===== config.mk =====
export PLATFORM = sky130hd
export DESIGN_NAME = pew_ctrl
export DESIGN_NICKNAME = d
export VERILOG_FILES = /design/src/pew_pkg.sv /design/src/pew_ctrl.sv
export SDC_FILE = /design/constraint.sdc
export NUM_CORES = 1
export LEC_CHECK = 0
export ABC_AREA = 0
export BUFFER_PORTS_ARGS = -buffer_cell sky130_fd_sc_hd__buf_4
export CORE_UTILIZATION = 55
export DETAILED_ROUTE_END_ITERATION = 10
export GPL_ROUTABILITY_DRIVEN = 0
export PLACE_DENSITY_LB_ADDON = 0.1
export SETUP_SLACK_MARGIN = 0.2
export SKIP_LAST_GASP = 1
export SLEW_MARGIN = 40
export SYNTH_ARGS = -nofsm -noshare
export SYNTH_HDL_FRONTEND = slang
export SYNTH_SLANG_ARGS = --single-unit

===== constraint.sdc =====
create_clock -name SYS_CLK -period 17.5 [get_ports SYS_CLK]
set_input_delay 5.25 -clock SYS_CLK [delete_from_list [all_inputs] [get_ports SYS_CLK]]
set_output_delay 5.25 -clock SYS_CLK [all_outputs]
set_load 0.01 [all_outputs]

===== src/pew_pkg.sv =====
package pew_pkg;
  localparam int unsigned CLK_MHZ = 250;
  // pin timing, printed figures
  localparam int unsigned WP_NS = 150;
  localparam int unsigned DS_NS = 50;
  localparam int unsigned AH_NS = 100;
  localparam int unsigned OE_ACC_NS = 300;
  localparam int unsigned BLC_US = 100;
  localparam int unsigned WC_MS = 10;
  localparam int unsigned INIT_MS = 10;
  // ns times round up, the access time too; us and ms times convert exactly
  localparam int unsigned WP_CYC = (WP_NS * CLK_MHZ + 999) / 1000;
  localparam int unsigned DS_CYC = (DS_NS * CLK_MHZ + 999) / 1000;
  localparam int unsigned AH_CYC = (AH_NS * CLK_MHZ + 999) / 1000;
  localparam int unsigned RD_CYC = (OE_ACC_NS * CLK_MHZ + 999) / 1000;
  localparam int unsigned BLC_CYC = BLC_US * CLK_MHZ;
  localparam int unsigned WC_CYC = WC_MS * 1000 * CLK_MHZ;
  localparam int unsigned INIT_CYC = INIT_MS * 1000 * CLK_MHZ;
  // software registers
  localparam logic [3:0] REG_CTRL = 4'h0;
  localparam logic [3:0] REG_ADDR = 4'h1;
  localparam logic [3:0] REG_WDATA = 4'h2;
  localparam logic [3:0] REG_STAT = 4'h3;
  localparam logic [3:0] REG_RDATA = 4'h4;
  localparam int unsigned CTRL_WRITE = 0;
  localparam int unsigned CTRL_READ = 1;
  localparam int unsigned CTRL_POLL = 2;
  localparam int unsigned STAT_BUSY = 0;
  localparam int unsigned STAT_READY = 1;
  localparam int unsigned STAT_WRDONE = 2;
  typedef enum logic [2:0] {
    PEW_IDLE  = 3'b000,
    PEW_SETUP = 3'b001,
    PEW_STRB  = 3'b011,
    PEW_HOLD  = 3'b010,
    PEW_RDWT  = 3'b110,
    PEW_POLL  = 3'b111,
    PEW_GAP   = 3'b101
  } pew_state_t;
endpackage


===== src/pew_ctrl.sv =====
// Chosen here: the strobed register port and the register addresses.
`timescale 1ns/1ps
// Functional notes
// - write needs select, strobe low, output high
// - byte position from low bits, any order
// - host loads next byte within 100 us
// - protection enabled by three-write prefix
// - six-write sequence clears protection
module pew_ctrl
  import pew_pkg::*;
#(
  parameter int unsigned BLC_CYCLES  = BLC_CYC,
  parameter int unsigned WC_CYCLES   = WC_CYC,
  parameter int unsigned INIT_CYCLES = INIT_CYC
) (
  input  wire logic        SYS_CLK,
  input  wire logic        RST,
  input  wire logic [3:0]  REG_ADDR_IN,
  input  wire logic [31:0] REG_WDATA_IN,
  input  wire logic        REG_WR,
  input  wire logic        REG_RD,
  output logic      [31:0] REG_RDATA_OUT,
  output logic      [14:0] MEM_ADDR,
  output logic      [7:0]  MEM_DQ_O,
  input  wire logic [7:0]  MEM_DQ_I,
  output logic             MEM_DQ_OE,
  output logic             MEM_CE_N,
  output logic             MEM_OE_N,
  output logic             MEM_WE_N
);
  localparam int unsigned CW = 32;

  function automatic logic [CW-1:0] dec(input logic [CW-1:0] v);
    dec = (v == '0) ? '0 : v - 32'h1;
  endfunction

  pew_state_t       st_ff, nxt_st;
  logic [CW-1:0]    cnt_ff, nxt_cnt;
  logic [CW-1:0]    blc_ff, nxt_blc;
  logic [CW-1:0]    init_ff, nxt_init;
  logic [CW-1:0]    wc_ff, nxt_wc;
  logic [14:0]      addr_ff, nxt_addr;
  logic [7:0]       wdat_ff, nxt_wdat;
  logic [7:0]       rdat_ff, nxt_rdat;
  logic [7:0]       poll_ff, nxt_poll;
  logic             is_wr_ff, nxt_is_wr;
  logic             poll_mode_ff, nxt_poll_mode;
  logic             wrdone_ff, nxt_wrdone;
  logic             ce_n_ff, nxt_ce_n;
  logic             oe_n_ff, nxt_oe_n;
  logic             we_n_ff, nxt_we_n;
  logic             dq_oe_ff, nxt_dq_oe;
  logic [31:0]      rd_ff, nxt_rd;
  logic             busy;

  assign busy = (st_ff != PEW_IDLE);

  always_comb begin
    nxt_st        = st_ff;
    nxt_cnt       = dec(cnt_ff);
    nxt_addr      = addr_ff;
    nxt_wdat      = wdat_ff;
    nxt_rdat      = rdat_ff;
    nxt_poll      = poll_ff;
    nxt_is_wr     = is_wr_ff;
    nxt_poll_mode = poll_mode_ff;
    nxt_wrdone    = wrdone_ff;
    nxt_ce_n      = ce_n_ff;
    nxt_oe_n      = oe_n_ff;
    nxt_we_n      = we_n_ff;
    nxt_dq_oe     = dq_oe_ff;
    nxt_rd        = 32'h0;
    if (REG_WR && !busy) begin
      case (REG_ADDR_IN)
        REG_ADDR:  nxt_addr = REG_WDATA_IN[14:0];
        REG_WDATA: nxt_wdat = REG_WDATA_IN[7:0];
        default: ;
      endcase
    end
    if (REG_RD) begin
      case (REG_ADDR_IN)
        REG_ADDR:  nxt_rd = {17'h0, addr_ff};
        REG_WDATA: nxt_rd = {24'h0, wdat_ff};
        REG_STAT:  nxt_rd = {29'h0, wrdone_ff, (init_ff == '0), busy};
        REG_RDATA: nxt_rd = {24'h0, rdat_ff};
        default:   nxt_rd = 32'h0;
      endcase
    end
    case (st_ff)
      PEW_IDLE: begin
        nxt_ce_n  = 1'b1;
        nxt_oe_n  = 1'b1;
        nxt_we_n  = 1'b1;
        nxt_dq_oe = 1'b0;
        if (REG_WR && REG_ADDR_IN == REG_CTRL) begin
          if (REG_WDATA_IN[CTRL_WRITE] && init_ff == '0 && wc_ff == '0) begin
            // drive address, data and select first, write strobe follows next cycle
            nxt_is_wr     = 1'b1;
            nxt_wrdone    = 1'b0;
            nxt_dq_oe     = 1'b1;
            nxt_ce_n      = 1'b0;
            nxt_cnt       = CW'(DS_CYC);
            nxt_st        = PEW_SETUP;
          end else if (REG_WDATA_IN[CTRL_READ] || REG_WDATA_IN[CTRL_POLL]) begin
            // write flag kept so a later poll still knows the byte to watch
            nxt_poll_mode = REG_WDATA_IN[CTRL_POLL];
            nxt_ce_n      = 1'b0;
            nxt_oe_n      = 1'b0;
            nxt_cnt       = CW'(RD_CYC);
            nxt_st        = PEW_RDWT;
          end
        end
      end
      PEW_SETUP: begin
        // output drive held high for the whole write
        nxt_we_n = 1'b0; // address taken on this fall
        nxt_cnt  = CW'(WP_CYC);
        nxt_st   = PEW_STRB;
      end
      PEW_STRB: begin
        // pulse far beyond the noise filter width
        if (cnt_ff == '0) begin
          nxt_we_n = 1'b1; // data taken on this rise
          nxt_cnt  = CW'(AH_CYC);
          nxt_st   = PEW_HOLD;
        end
      end
      PEW_HOLD: begin
        if (cnt_ff == '0) begin
          nxt_ce_n   = 1'b1;
          nxt_dq_oe  = 1'b0;
          nxt_wrdone = 1'b1;
          nxt_st     = PEW_IDLE;
        end
      end
      PEW_RDWT: begin
        if (cnt_ff == '0) begin
          nxt_rdat = MEM_DQ_I;
          if (poll_mode_ff) begin
            nxt_poll = MEM_DQ_I;
            nxt_oe_n = 1'b1;
            nxt_cnt  = CW'(AH_CYC);
            nxt_st   = PEW_GAP;
          end else begin
            nxt_ce_n = 1'b1;
            nxt_oe_n = 1'b1; // bus released
            nxt_st   = PEW_IDLE;
          end
        end
      end
      PEW_GAP: begin
        if (cnt_ff == '0) begin
          nxt_oe_n = 1'b0;
          nxt_cnt  = CW'(RD_CYC);
          nxt_st   = PEW_POLL;
        end
      end
      PEW_POLL: begin
        if (cnt_ff == '0) begin
          nxt_rdat = MEM_DQ_I;
          nxt_oe_n = 1'b1;
          // done when bit 6 holds and bit 7 is true
          // bit 7 only means something after a write of ours
          if (MEM_DQ_I[6] == poll_ff[6] && (!is_wr_ff || MEM_DQ_I[7] == wdat_ff[7])) begin
            nxt_ce_n  = 1'b1;
            nxt_is_wr = 1'b0;
            nxt_st    = PEW_IDLE;
          end else begin
            nxt_poll = MEM_DQ_I;
            nxt_cnt  = CW'(AH_CYC);
            nxt_st   = PEW_GAP;
          end
        end
      end
      default: begin
        nxt_ce_n  = 1'b1;
        nxt_oe_n  = 1'b1;
        nxt_we_n  = 1'b1;
        nxt_dq_oe = 1'b0;
        nxt_st    = PEW_IDLE;
      end
    endcase
  end

  // load window, program and power-up timers
  always_comb begin
    nxt_blc  = dec(blc_ff);
    nxt_init = dec(init_ff);
    nxt_wc   = dec(wc_ff);
    if (st_ff == PEW_STRB && cnt_ff == '0) begin
      nxt_blc = CW'(BLC_CYCLES);
    end
    // a new strobe fall stops the window, so a page keeps loading
    if (st_ff == PEW_SETUP) begin
      nxt_blc = '0;
    end
    // load window expiry starts the program cycle
    if (blc_ff == CW'(1)) begin
      nxt_wc = CW'(WC_CYCLES);
    end
  end

  always_ff @(posedge SYS_CLK or posedge RST) begin
    if (RST) begin
      blc_ff  <= '0;
      init_ff <= CW'(INIT_CYCLES);
      wc_ff   <= '0;
    end else begin
      blc_ff  <= nxt_blc;
      init_ff <= nxt_init;
      wc_ff   <= nxt_wc;
    end
  end

  always_ff @(posedge SYS_CLK or posedge RST) begin
    if (RST) begin
      st_ff        <= PEW_IDLE;
      cnt_ff       <= '0;
      addr_ff      <= 15'h0000;
      wdat_ff      <= 8'h00;
      rdat_ff      <= 8'h00;
      poll_ff      <= 8'h00;
      is_wr_ff     <= 1'b0;
      poll_mode_ff <= 1'b0;
      wrdone_ff    <= 1'b0;
      ce_n_ff      <= 1'b1;
      oe_n_ff      <= 1'b1;
      we_n_ff      <= 1'b1;
      dq_oe_ff     <= 1'b0;
      rd_ff        <= 32'h0;
    end else begin
      st_ff        <= nxt_st;
      cnt_ff       <= nxt_cnt;
      addr_ff      <= nxt_addr;
      wdat_ff      <= nxt_wdat;
      rdat_ff      <= nxt_rdat;
      poll_ff      <= nxt_poll;
      is_wr_ff     <= nxt_is_wr;
      poll_mode_ff <= nxt_poll_mode;
      wrdone_ff    <= nxt_wrdone;
      ce_n_ff      <= nxt_ce_n;
      oe_n_ff      <= nxt_oe_n;
      we_n_ff      <= nxt_we_n;
      dq_oe_ff     <= nxt_dq_oe;
      rd_ff        <= nxt_rd;
    end
  end

  // page and byte position come straight from the address
  // prefix and unlock sequences are plain writes issued by software
  assign MEM_ADDR      = addr_ff;
  assign MEM_DQ_O      = wdat_ff;
  assign MEM_DQ_OE     = dq_oe_ff;
  assign MEM_CE_N      = ce_n_ff;
  assign MEM_OE_N      = oe_n_ff;
  assign MEM_WE_N      = we_n_ff;
  assign REG_RDATA_OUT = rd_ff;
endmodule


After elaboration in Yosys (flattened, before gate mapping)
Index checks and enable logic that the tools add are counted.
{ "word_totals": {"regBits": 208, "elab_cells": 149, "in_bits": 48} }
{ "op_classes": {"n_addsub": 4, "mux": 60, "eq_ne": 26, "n_reduce_logical": 37, "n_bitwise": 5} }
{ "op_table": {"columns": ["cell", "n"], "rows": [
  ["2-to-1 mux 32 bit", 16],
  ["one-hot mux 32 bit (6 select lines)", 1],
  ["logical NOT 32 bit", 4],
  ["subtractor 32 x 1 -> 32 bit, second input constant", 4],
  ["one-hot mux 15 bit (4 select lines)", 1],
  ["equality test 32 x 1 -> 1 bit, second input constant", 1],
  ["2-to-1 mux 3 bit", 10],
  ["2-to-1 mux 7 bit", 4],
  ["one-hot mux 3 bit (7 select lines)", 1],
  ["!= test 2 bit, second input constant", 10],
  ["2-to-1 mux 1 bit", 19],
  ["2-to-1 mux 15 bit", 1],
  ["one-hot mux 7 bit (2 select lines)", 1],
  ["AND reduction 2 bit", 5],
  ["AND reduction 5 bit", 2],
  ["equality test 3 bit, second input constant", 3],
  ["equality test 4 x 2 -> 1 bit, second input constant", 2],
  ["AND reduction 4 bit", 2],
  ["AND reduction 7 bit", 1],
  ["equality test 3 x 2 -> 1 bit, second input constant", 2],
  ["logical AND 1 bit", 6],
  ["one-hot mux 1 bit (3 select lines)", 2],
  ["AND reduction 6 bit", 1],
  ["nonzero test 2 bit", 3],
  ["other kinds (20)", 30]
]} }

Logic depth before layout (Yosys ltp)
Gate-level depths: netlist of the first run.
{ "depth": {"ltp_word": 6, "depth_mapped": 9} }

Worst setup path after synthesis of the first run
OpenSTA, ideal clock, no wires.
{ "synth_path": {"path_type": "input to register", "from": "input REG_WDATA_IN[0]", "to": "register cnt_ff[11]", "stages": 6, "t_arrival_ns": 6.695, "required_ns": 17.381, "n_path_buf": 1, "setup_slack_ns": 10.686, "cell_sequence": "or4bb_1 > nor4_2 > a31oi_2 > o21ai_2 > buf_4 > nor2_1"} }
{ "synth_between": {"elab_chain_cells": 5} }
{ "synth_rtl": {"columns": ["element", "line_no", "text"], "rows": [
  ["from (decl)", "pew_ctrl.sv:19", "input wire logic [31:0] REG_WDATA_IN,"],
  ["logical AND 1 bit (2 in series)", "pew_ctrl.sv:96", "if (REG_WDATA_IN[CTRL_WRITE] && init_ff == '0 && wc_ff == '0) begin"],
  ["2-to-1 mux 32 bit", "pew_ctrl.sv:96", null],
  ["2-to-1 mux 32 bit", "pew_ctrl.sv:95", "if (REG_WR && REG_ADDR_IN == REG_CTRL) begin"],
  ["one-hot mux 32 bit (6 select lines)", "pew_ctrl.sv:89", "case (st_ff)"],
  ["named net nxt_cnt[11]", "pew_ctrl.sv:38", "logic [CW-1:0] cnt_ff, nxt_cnt;"],
  ["to (signal assigned)", "pew_ctrl.sv:233", "cnt_ff <= nxt_cnt;"],
  ["to (decl)", "pew_ctrl.sv:38", null]
]} }
The timed path passes the listed nets, and every way through them passes these cells.
A chain may end at the register's enable or synchronous reset.

Worst setup path in the final report of the first run
{ "layout_path": {"from": "input REG_WDATA_IN[0]", "to": "register cnt_ff[5]"} }
The elaborated chain is that of the path after synthesis.

==> flow_summary.ini, run 1 <==
[clocking]
cts_tree = yes
clock_path_buffers = 2
ctsHoldBuffers = 0
postCtsSetupRepairBufs = 0
post_cts_resized = 0
htree_levels = 4
clkSinkCount = 185
clk_pin_slew_ps = 70
worstSkewPairLatency_ps = 430
numCtsBuffers = 17
cts_root_buf = clkbuf_16

[detailed_routing]
num_vias = 6492
wl_mm = 18.6
drt_first_pass_iters = 5
drc = 0
wl_per_cell_um = 15.6
viasPerCell = 5.46
first_iter_violations = 493
final_antenna_net_count = 0

[critical_path]
r2r-start = cnt_ff[25]
timing.critical_path.from_type = input port
rr_worst_depth = 6
path_max_fanout = 25
worstSetupPathType = input port to register
cp.arrival_ps = 7470
slowest_delay_ps = 600
required_ps = 17770
worst-path-buf-inv = 1
reg2reg_slack_ps = 14070
startpoint = REG_WDATA_IN[0]
cp_slowest_cell = o21ai_4
rr_endpoint = cnt_ff[4]
worst_setup_path_end_kind = register
path_delay_family = compound AO/OA/AOI/OAI gates
worstPathCellList = buf_4 > or4bb_1 > nor4_2 > a31oi_2 > o21ai_4 > o21ai_0

[power]
peakVddDrop_uv = 113
p_leak_uw = 0.00487
finalPower_uw = 1390
power_density_mw_per_mm2 = 135

[worst_hold_path]
min_delay_worst_endpoint = wc_ff[0]
hold_class = register to register
holdPathStages = 1
hp-start = wc_ff[0]

[grt]
grt_max_degree = 119
antenna_found_initial = 0
grtUsageTotal_pct = 23.7
grt.overflow.total = 0
grt_pass1_wl_mm = 30.8
grt_pass1_vias = 6114

[timing]
post-route-min-period_ps = 7200
final_max_slew_viol_count = 0
setup_viol = 0
finClkSkew_ps = 8.42
tns_ps = 0
final_hold_viol_count = 0
finalCritPeriodShare_pct = 41.1
timing.slew.headroom_pct = 48.2
whs_ps = 482
fmax_mhz = 139
worstMarginPinSlew_ps = 775
grt_setup_unrepaired = no

[placed_design]
place_hpwl_mm = 12.6
numPortBuffers = 72

[floorplanning]
design.die.area_mm2 = 0.0169
die_h_um = 130
io_pins = 107
rows = 46
start_util_pct = 56.4
coreArea_mm2 = 0.0159
die_width_um = 130

[logic_synthesis]
synth_edf_count = 0
ys_types = 68
synthCells = 897
synthArstFlopShare_pct = 100
yosys_warnings = 0
netlist_area_mm2 = 0.00899
ys_ff_latch = 185
synth-seq-area-share_pct = 51.6
avgSynthCellArea_um2 = 10.0
synth_flop_cell = dfrtp_1

[cells_and_area]
final_nets = 1017
n_fill_cell = 1320
drive_gt1_share_pct = 16.8
area_growth_pct = 14.2
n_antenna_cell = 0
fin_util_pct = 64.4

[run]
cap_violations = 0

[status]
outcome = completed
-- logic make-up (layout without fill, tap and decap cells) --
kind of cell / after synthesis / after routing / synth area share, %
adder cells (fa/ha/maj): 8 / 8 / 1.11
flip-flops: 185 / 185 / 51.6
AO/OA/AOI/OAI: 104 / 104 / 7.53
other: 1 / 17 / 0.0417
AND/OR/NAND/NOR: 414 / 414 / 23.0
buffers and inverters: 56 / 117 / 3.34
multiplexers: 28 / 28 / 3.49
XOR/XNOR: 101 / 101 / 9.84
-- worst max-delay path by stage --
| stage | end | depth (start not counted) |
|---|---|---|
| 2_1_floorplan | MEM_ADDR[0] | 1 |
| 4_1_cts | cnt_ff[5] | 6 |
| 3_5_place_dp | cnt_ff[5] | 6 |
| 5_1_grt | cnt_ff[5] | 6 |
| 3_3_place_gp | cnt_ff[5] | 6 |
| 6_report | cnt_ff[5] | 6 |
-- metrics by stage --
step           worst slack [ps]  cells  area (um2)
6_report                  10300   1190       10300
3_5_place_dp               9830   1158        9640
4_1_cts                   10260   1190       10200
5_1_grt                   10170   1190       10300
3_3_place_gp               9540   1158        9620
2_1_floorplan              7240    913        9050
-- sequential cells by signal, indices dropped and copies added (netlist names), 3 cells and up --
name / cells
rdat_ff: 8
st_ff: 3
blc_ff: 32
MEM_DQ_O: 8
MEM_ADDR: 15
wc_ff: 32
init_ff: 32
cnt_ff: 32
REG_RDATA_OUT: 15
-- placed cells by master, fill, tap and decap left out, drive strengths merged, types with 8 or more instances in the layout --
| cell type | instances |
|---|---|
| xnor2 | 63 |
| ha | 8 |
| nand2 | 80 |
| nor4 | 21 |
| dfrtp | 174 |
| a21oi | 33 |
| mux2 | 27 |
| clkbuf | 21 |
| inv | 11 |
| and3 | 14 |
| nor3 | 36 |
| nand3b | 9 |
| nand3 | 15 |
| a22oi | 8 |
| nor2 | 165 |
| o21ai | 25 |
| or3 | 21 |
| or4 | 24 |
| xor2 | 38 |
| conb | 17 |
| dfstp | 11 |
| buf | 73 |
-- layout make-up --
type / count / area, um2 / share of cell area (%)
Clock buffer: 21 / 460 / 4.48
Multi-Input combinational cell: 672 / 4140 / 40.3
Clock inverter: 11 / 146 / 1.43
Tap cell: 216 / 270 / 2.63
Timing Repair Buffer: 73 / 552 / 5.37
Sequential cell: 185 / 4640 / 45.2
Inverter: 12 / 57.6 / 0.561
-- cells in the mapped netlist, types with 8 or more instances --
cell type,instances,share of area [%]
ha_1,8,1.1
nor3_1,34,1.9
buf_4,19,1.6
inv_1,12,0.50
or3_1,21,1.5
or4_1,20,1.7
mux2_2,25,3.1
and3_1,14,0.97
a22oi_1,8,0.67
xnor2_1,63,6.1
clkbuf_1,15,0.63
nand3b_1,9,0.75
nand3_1,15,0.83
nor4_1,18,1.3
nand2_1,80,3.3
buf_2,9,0.50
dfstp_2,11,3.2
a21oi_1,33,1.8
dfrtp_1,174,48
xor2_1,38,3.7
nor2_1,163,6.8
o21ai_0,22,1.2
-- report_power, final --
group | leakage, uW | internal (uW) | total, uW | switching (uW)
Combinational | 0.00220 | 163 | 341 | 178
Clock | 0.000293 | 232 | 394 | 162
Sequential | 0.00237 | 542 | 656 | 114
-- per-layer routing --
metal  track usage [%]  part of all wire (%)
met2              37.1                    48
met5                 0                     0
met3              5.70                   4.4
met4              5.47                  0.95
met1              33.5                    47
Power figures use the tool's default switching activity.
==> run 2, diff against run 1 <==
- CORE_UTILIZATION: 55 -> 53
- clock period: 17.5 -> 6.15 ns (I/O delays scaled with it)
==> run 2 against run 1 <==
- first-iteration DRC count down 45%
- register-to-register slack worse by 11000 ps
- critical path type unchanged
- die area up 3.7%
- utilization is 1.9 points lower
==> flow_summary.ini, run 2 (same netlist as run 1, synthesis figures left out) <==
[grt]
grt_pass1_vias = 6342
grt_util_met3_pct = 3.84
met2_usage_pct = 36.0
grt.overflow.total = 0
met1_usage_pct = 29.2
busiest_layer = met2
grt_pass1_wl_mm = 30.9
grtUsageTotal_pct = 21.9
grt_max_degree = 70
antenna_found_initial = 0

[critical_path]
timing.critical_path.from_type = input port
path_max_fanout = 25
worst_setup_path_end_kind = register
required_ps = 6430
cp.arrival_ps = 3840
worstSetupPathType = input port to register

[floorplanning]
coreArea_mm2 = 0.0166
die_width_um = 132
die_h_um = 132
io_pins = 107
rows = 47
design.die.area_mm2 = 0.0175
start_util_pct = 54.2

[clocking]
ctsHoldBuffers = 0
cts_tree = yes
postCtsSetupRepairBufs = 0
numCtsBuffers = 17
worstSkewPairLatency_ps = 430
post_cts_resized = 0
cts_root_buf = clkbuf_16
clock_path_buffers = 2
htree_levels = 4
clkSinkCount = 185
clk_pin_slew_ps = 70

[timing]
setup_viol = 0
fmax_mhz = 281
final_hold_viol_count = 0
timing.slew.headroom_pct = 47.7
tns_ps = 0
finalCritPeriodShare_pct = 57.8
grt_setup_unrepaired = no
post-route-min-period_ps = 3550
final_max_slew_viol_count = 0
worstMarginPinSlew_ps = 778
finClkSkew_ps = 10.2

[cells_and_area]
drive_gt1_share_pct = 17.1
n_antenna_cell = 0
seqCellArea_mm2 = 0.00464
final_common_cell = dfrtp_1
area_growth_pct = 15.2
n_fill_cell = 1433
final_nets = 1020
design_area_mm2 = 0.0104
multiInputGateArea_mm2 = 0.00414
final_cell_mix = 174 x dfrtp_1, 163 x nor2_1, 80 x nand2_1

[detailed_routing]
first_iter_violations = 271
final_antenna_net_count = 0
wl_per_cell_um = 15.2
drt_first_pass_iters = 5
wl_mm = 18.2
viasPerCell = 5.44
drc = 0
num_vias = 6511

[worst_hold_path]
hold_class = register to register

[run]
cap_violations = 0

[status]
outcome = completed

[power]
p_leak_uw = 0.00489
peakVddDrop_uv = 236
power_density_mw_per_mm2 = 386

[placed_design]
place_hpwl_mm = 12.4
numPortBuffers = 72
post_dp_cell_area_mm2 = 0.00972
[run 2: critical path, stage by stage]
cell	delay, ps
buf_4	110
or4bb_1	490
nor4_2	370
a31oi_2	250
o21ai_4	580
o21ai_0	190
[run 2: power breakdown]
group / internal [uW] / switching, uW / total, uW
registers: 1540 / 315 / 1860
logic: 465 / 507 / 972
clock network: 684 / 482 / 1170
[run 2: layout make-up]
type	count	area share, %
Multi-Input combinational cell	672	40.0
Tap cell	220	2.66
Timing Repair Buffer	76	6.02
Inverter	12	0.471
Clock buffer	18	4.14
Clock inverter	14	1.92
Sequential cell	185	44.8
[run 2: metal layers]
| layer | up-vias | part of all wire [%] |
|---|---|---|
| li1 | 3208 | - |
| met1 | 3168 | 46 |
| met2 | 104 | 49 |
| met3 | 31 | 2.5 |
| met4 | 0 | 1.7 |
| met5 | - | 0 |
[run 2: final timing paths]
path                            cells after the start             from    endpoint  slack [ps]
max in group asynchronous                           5              RST  cnt_ff[25]        3710
min in group asynchronous                           3              RST  init_ff[2]        1480
worst min register to register                      2       rdat_ff[0]  rdat_ff[0]         470
worst max register to register                      6       cnt_ff[25]   cnt_ff[4]        2810
worst max-delay path                                6  REG_WDATA_IN[0]   cnt_ff[5]        2600
worst min-delay path                                2       rdat_ff[0]  rdat_ff[0]         470
[run 2: stage by stage]
step | hold slack, ps | setup WS (ps) | utilization [%] | cells | power, uW
3_3_place_gp | 453 | 1840 | 58.1 | 1163 | 2800
4_1_cts | 473 | 2560 | 62.4 | 1197 | 4020
3_5_place_dp | 457 | 2100 | 58.6 | 1165 | 2840
5_1_grt | 500 | 2410 | 62.5 | 1197 | 4240
2_1_floorplan | 440 | 1940 | - | 913 | 2590
6_report | 470 | 2600 | 62.5 | 1197 | 3990
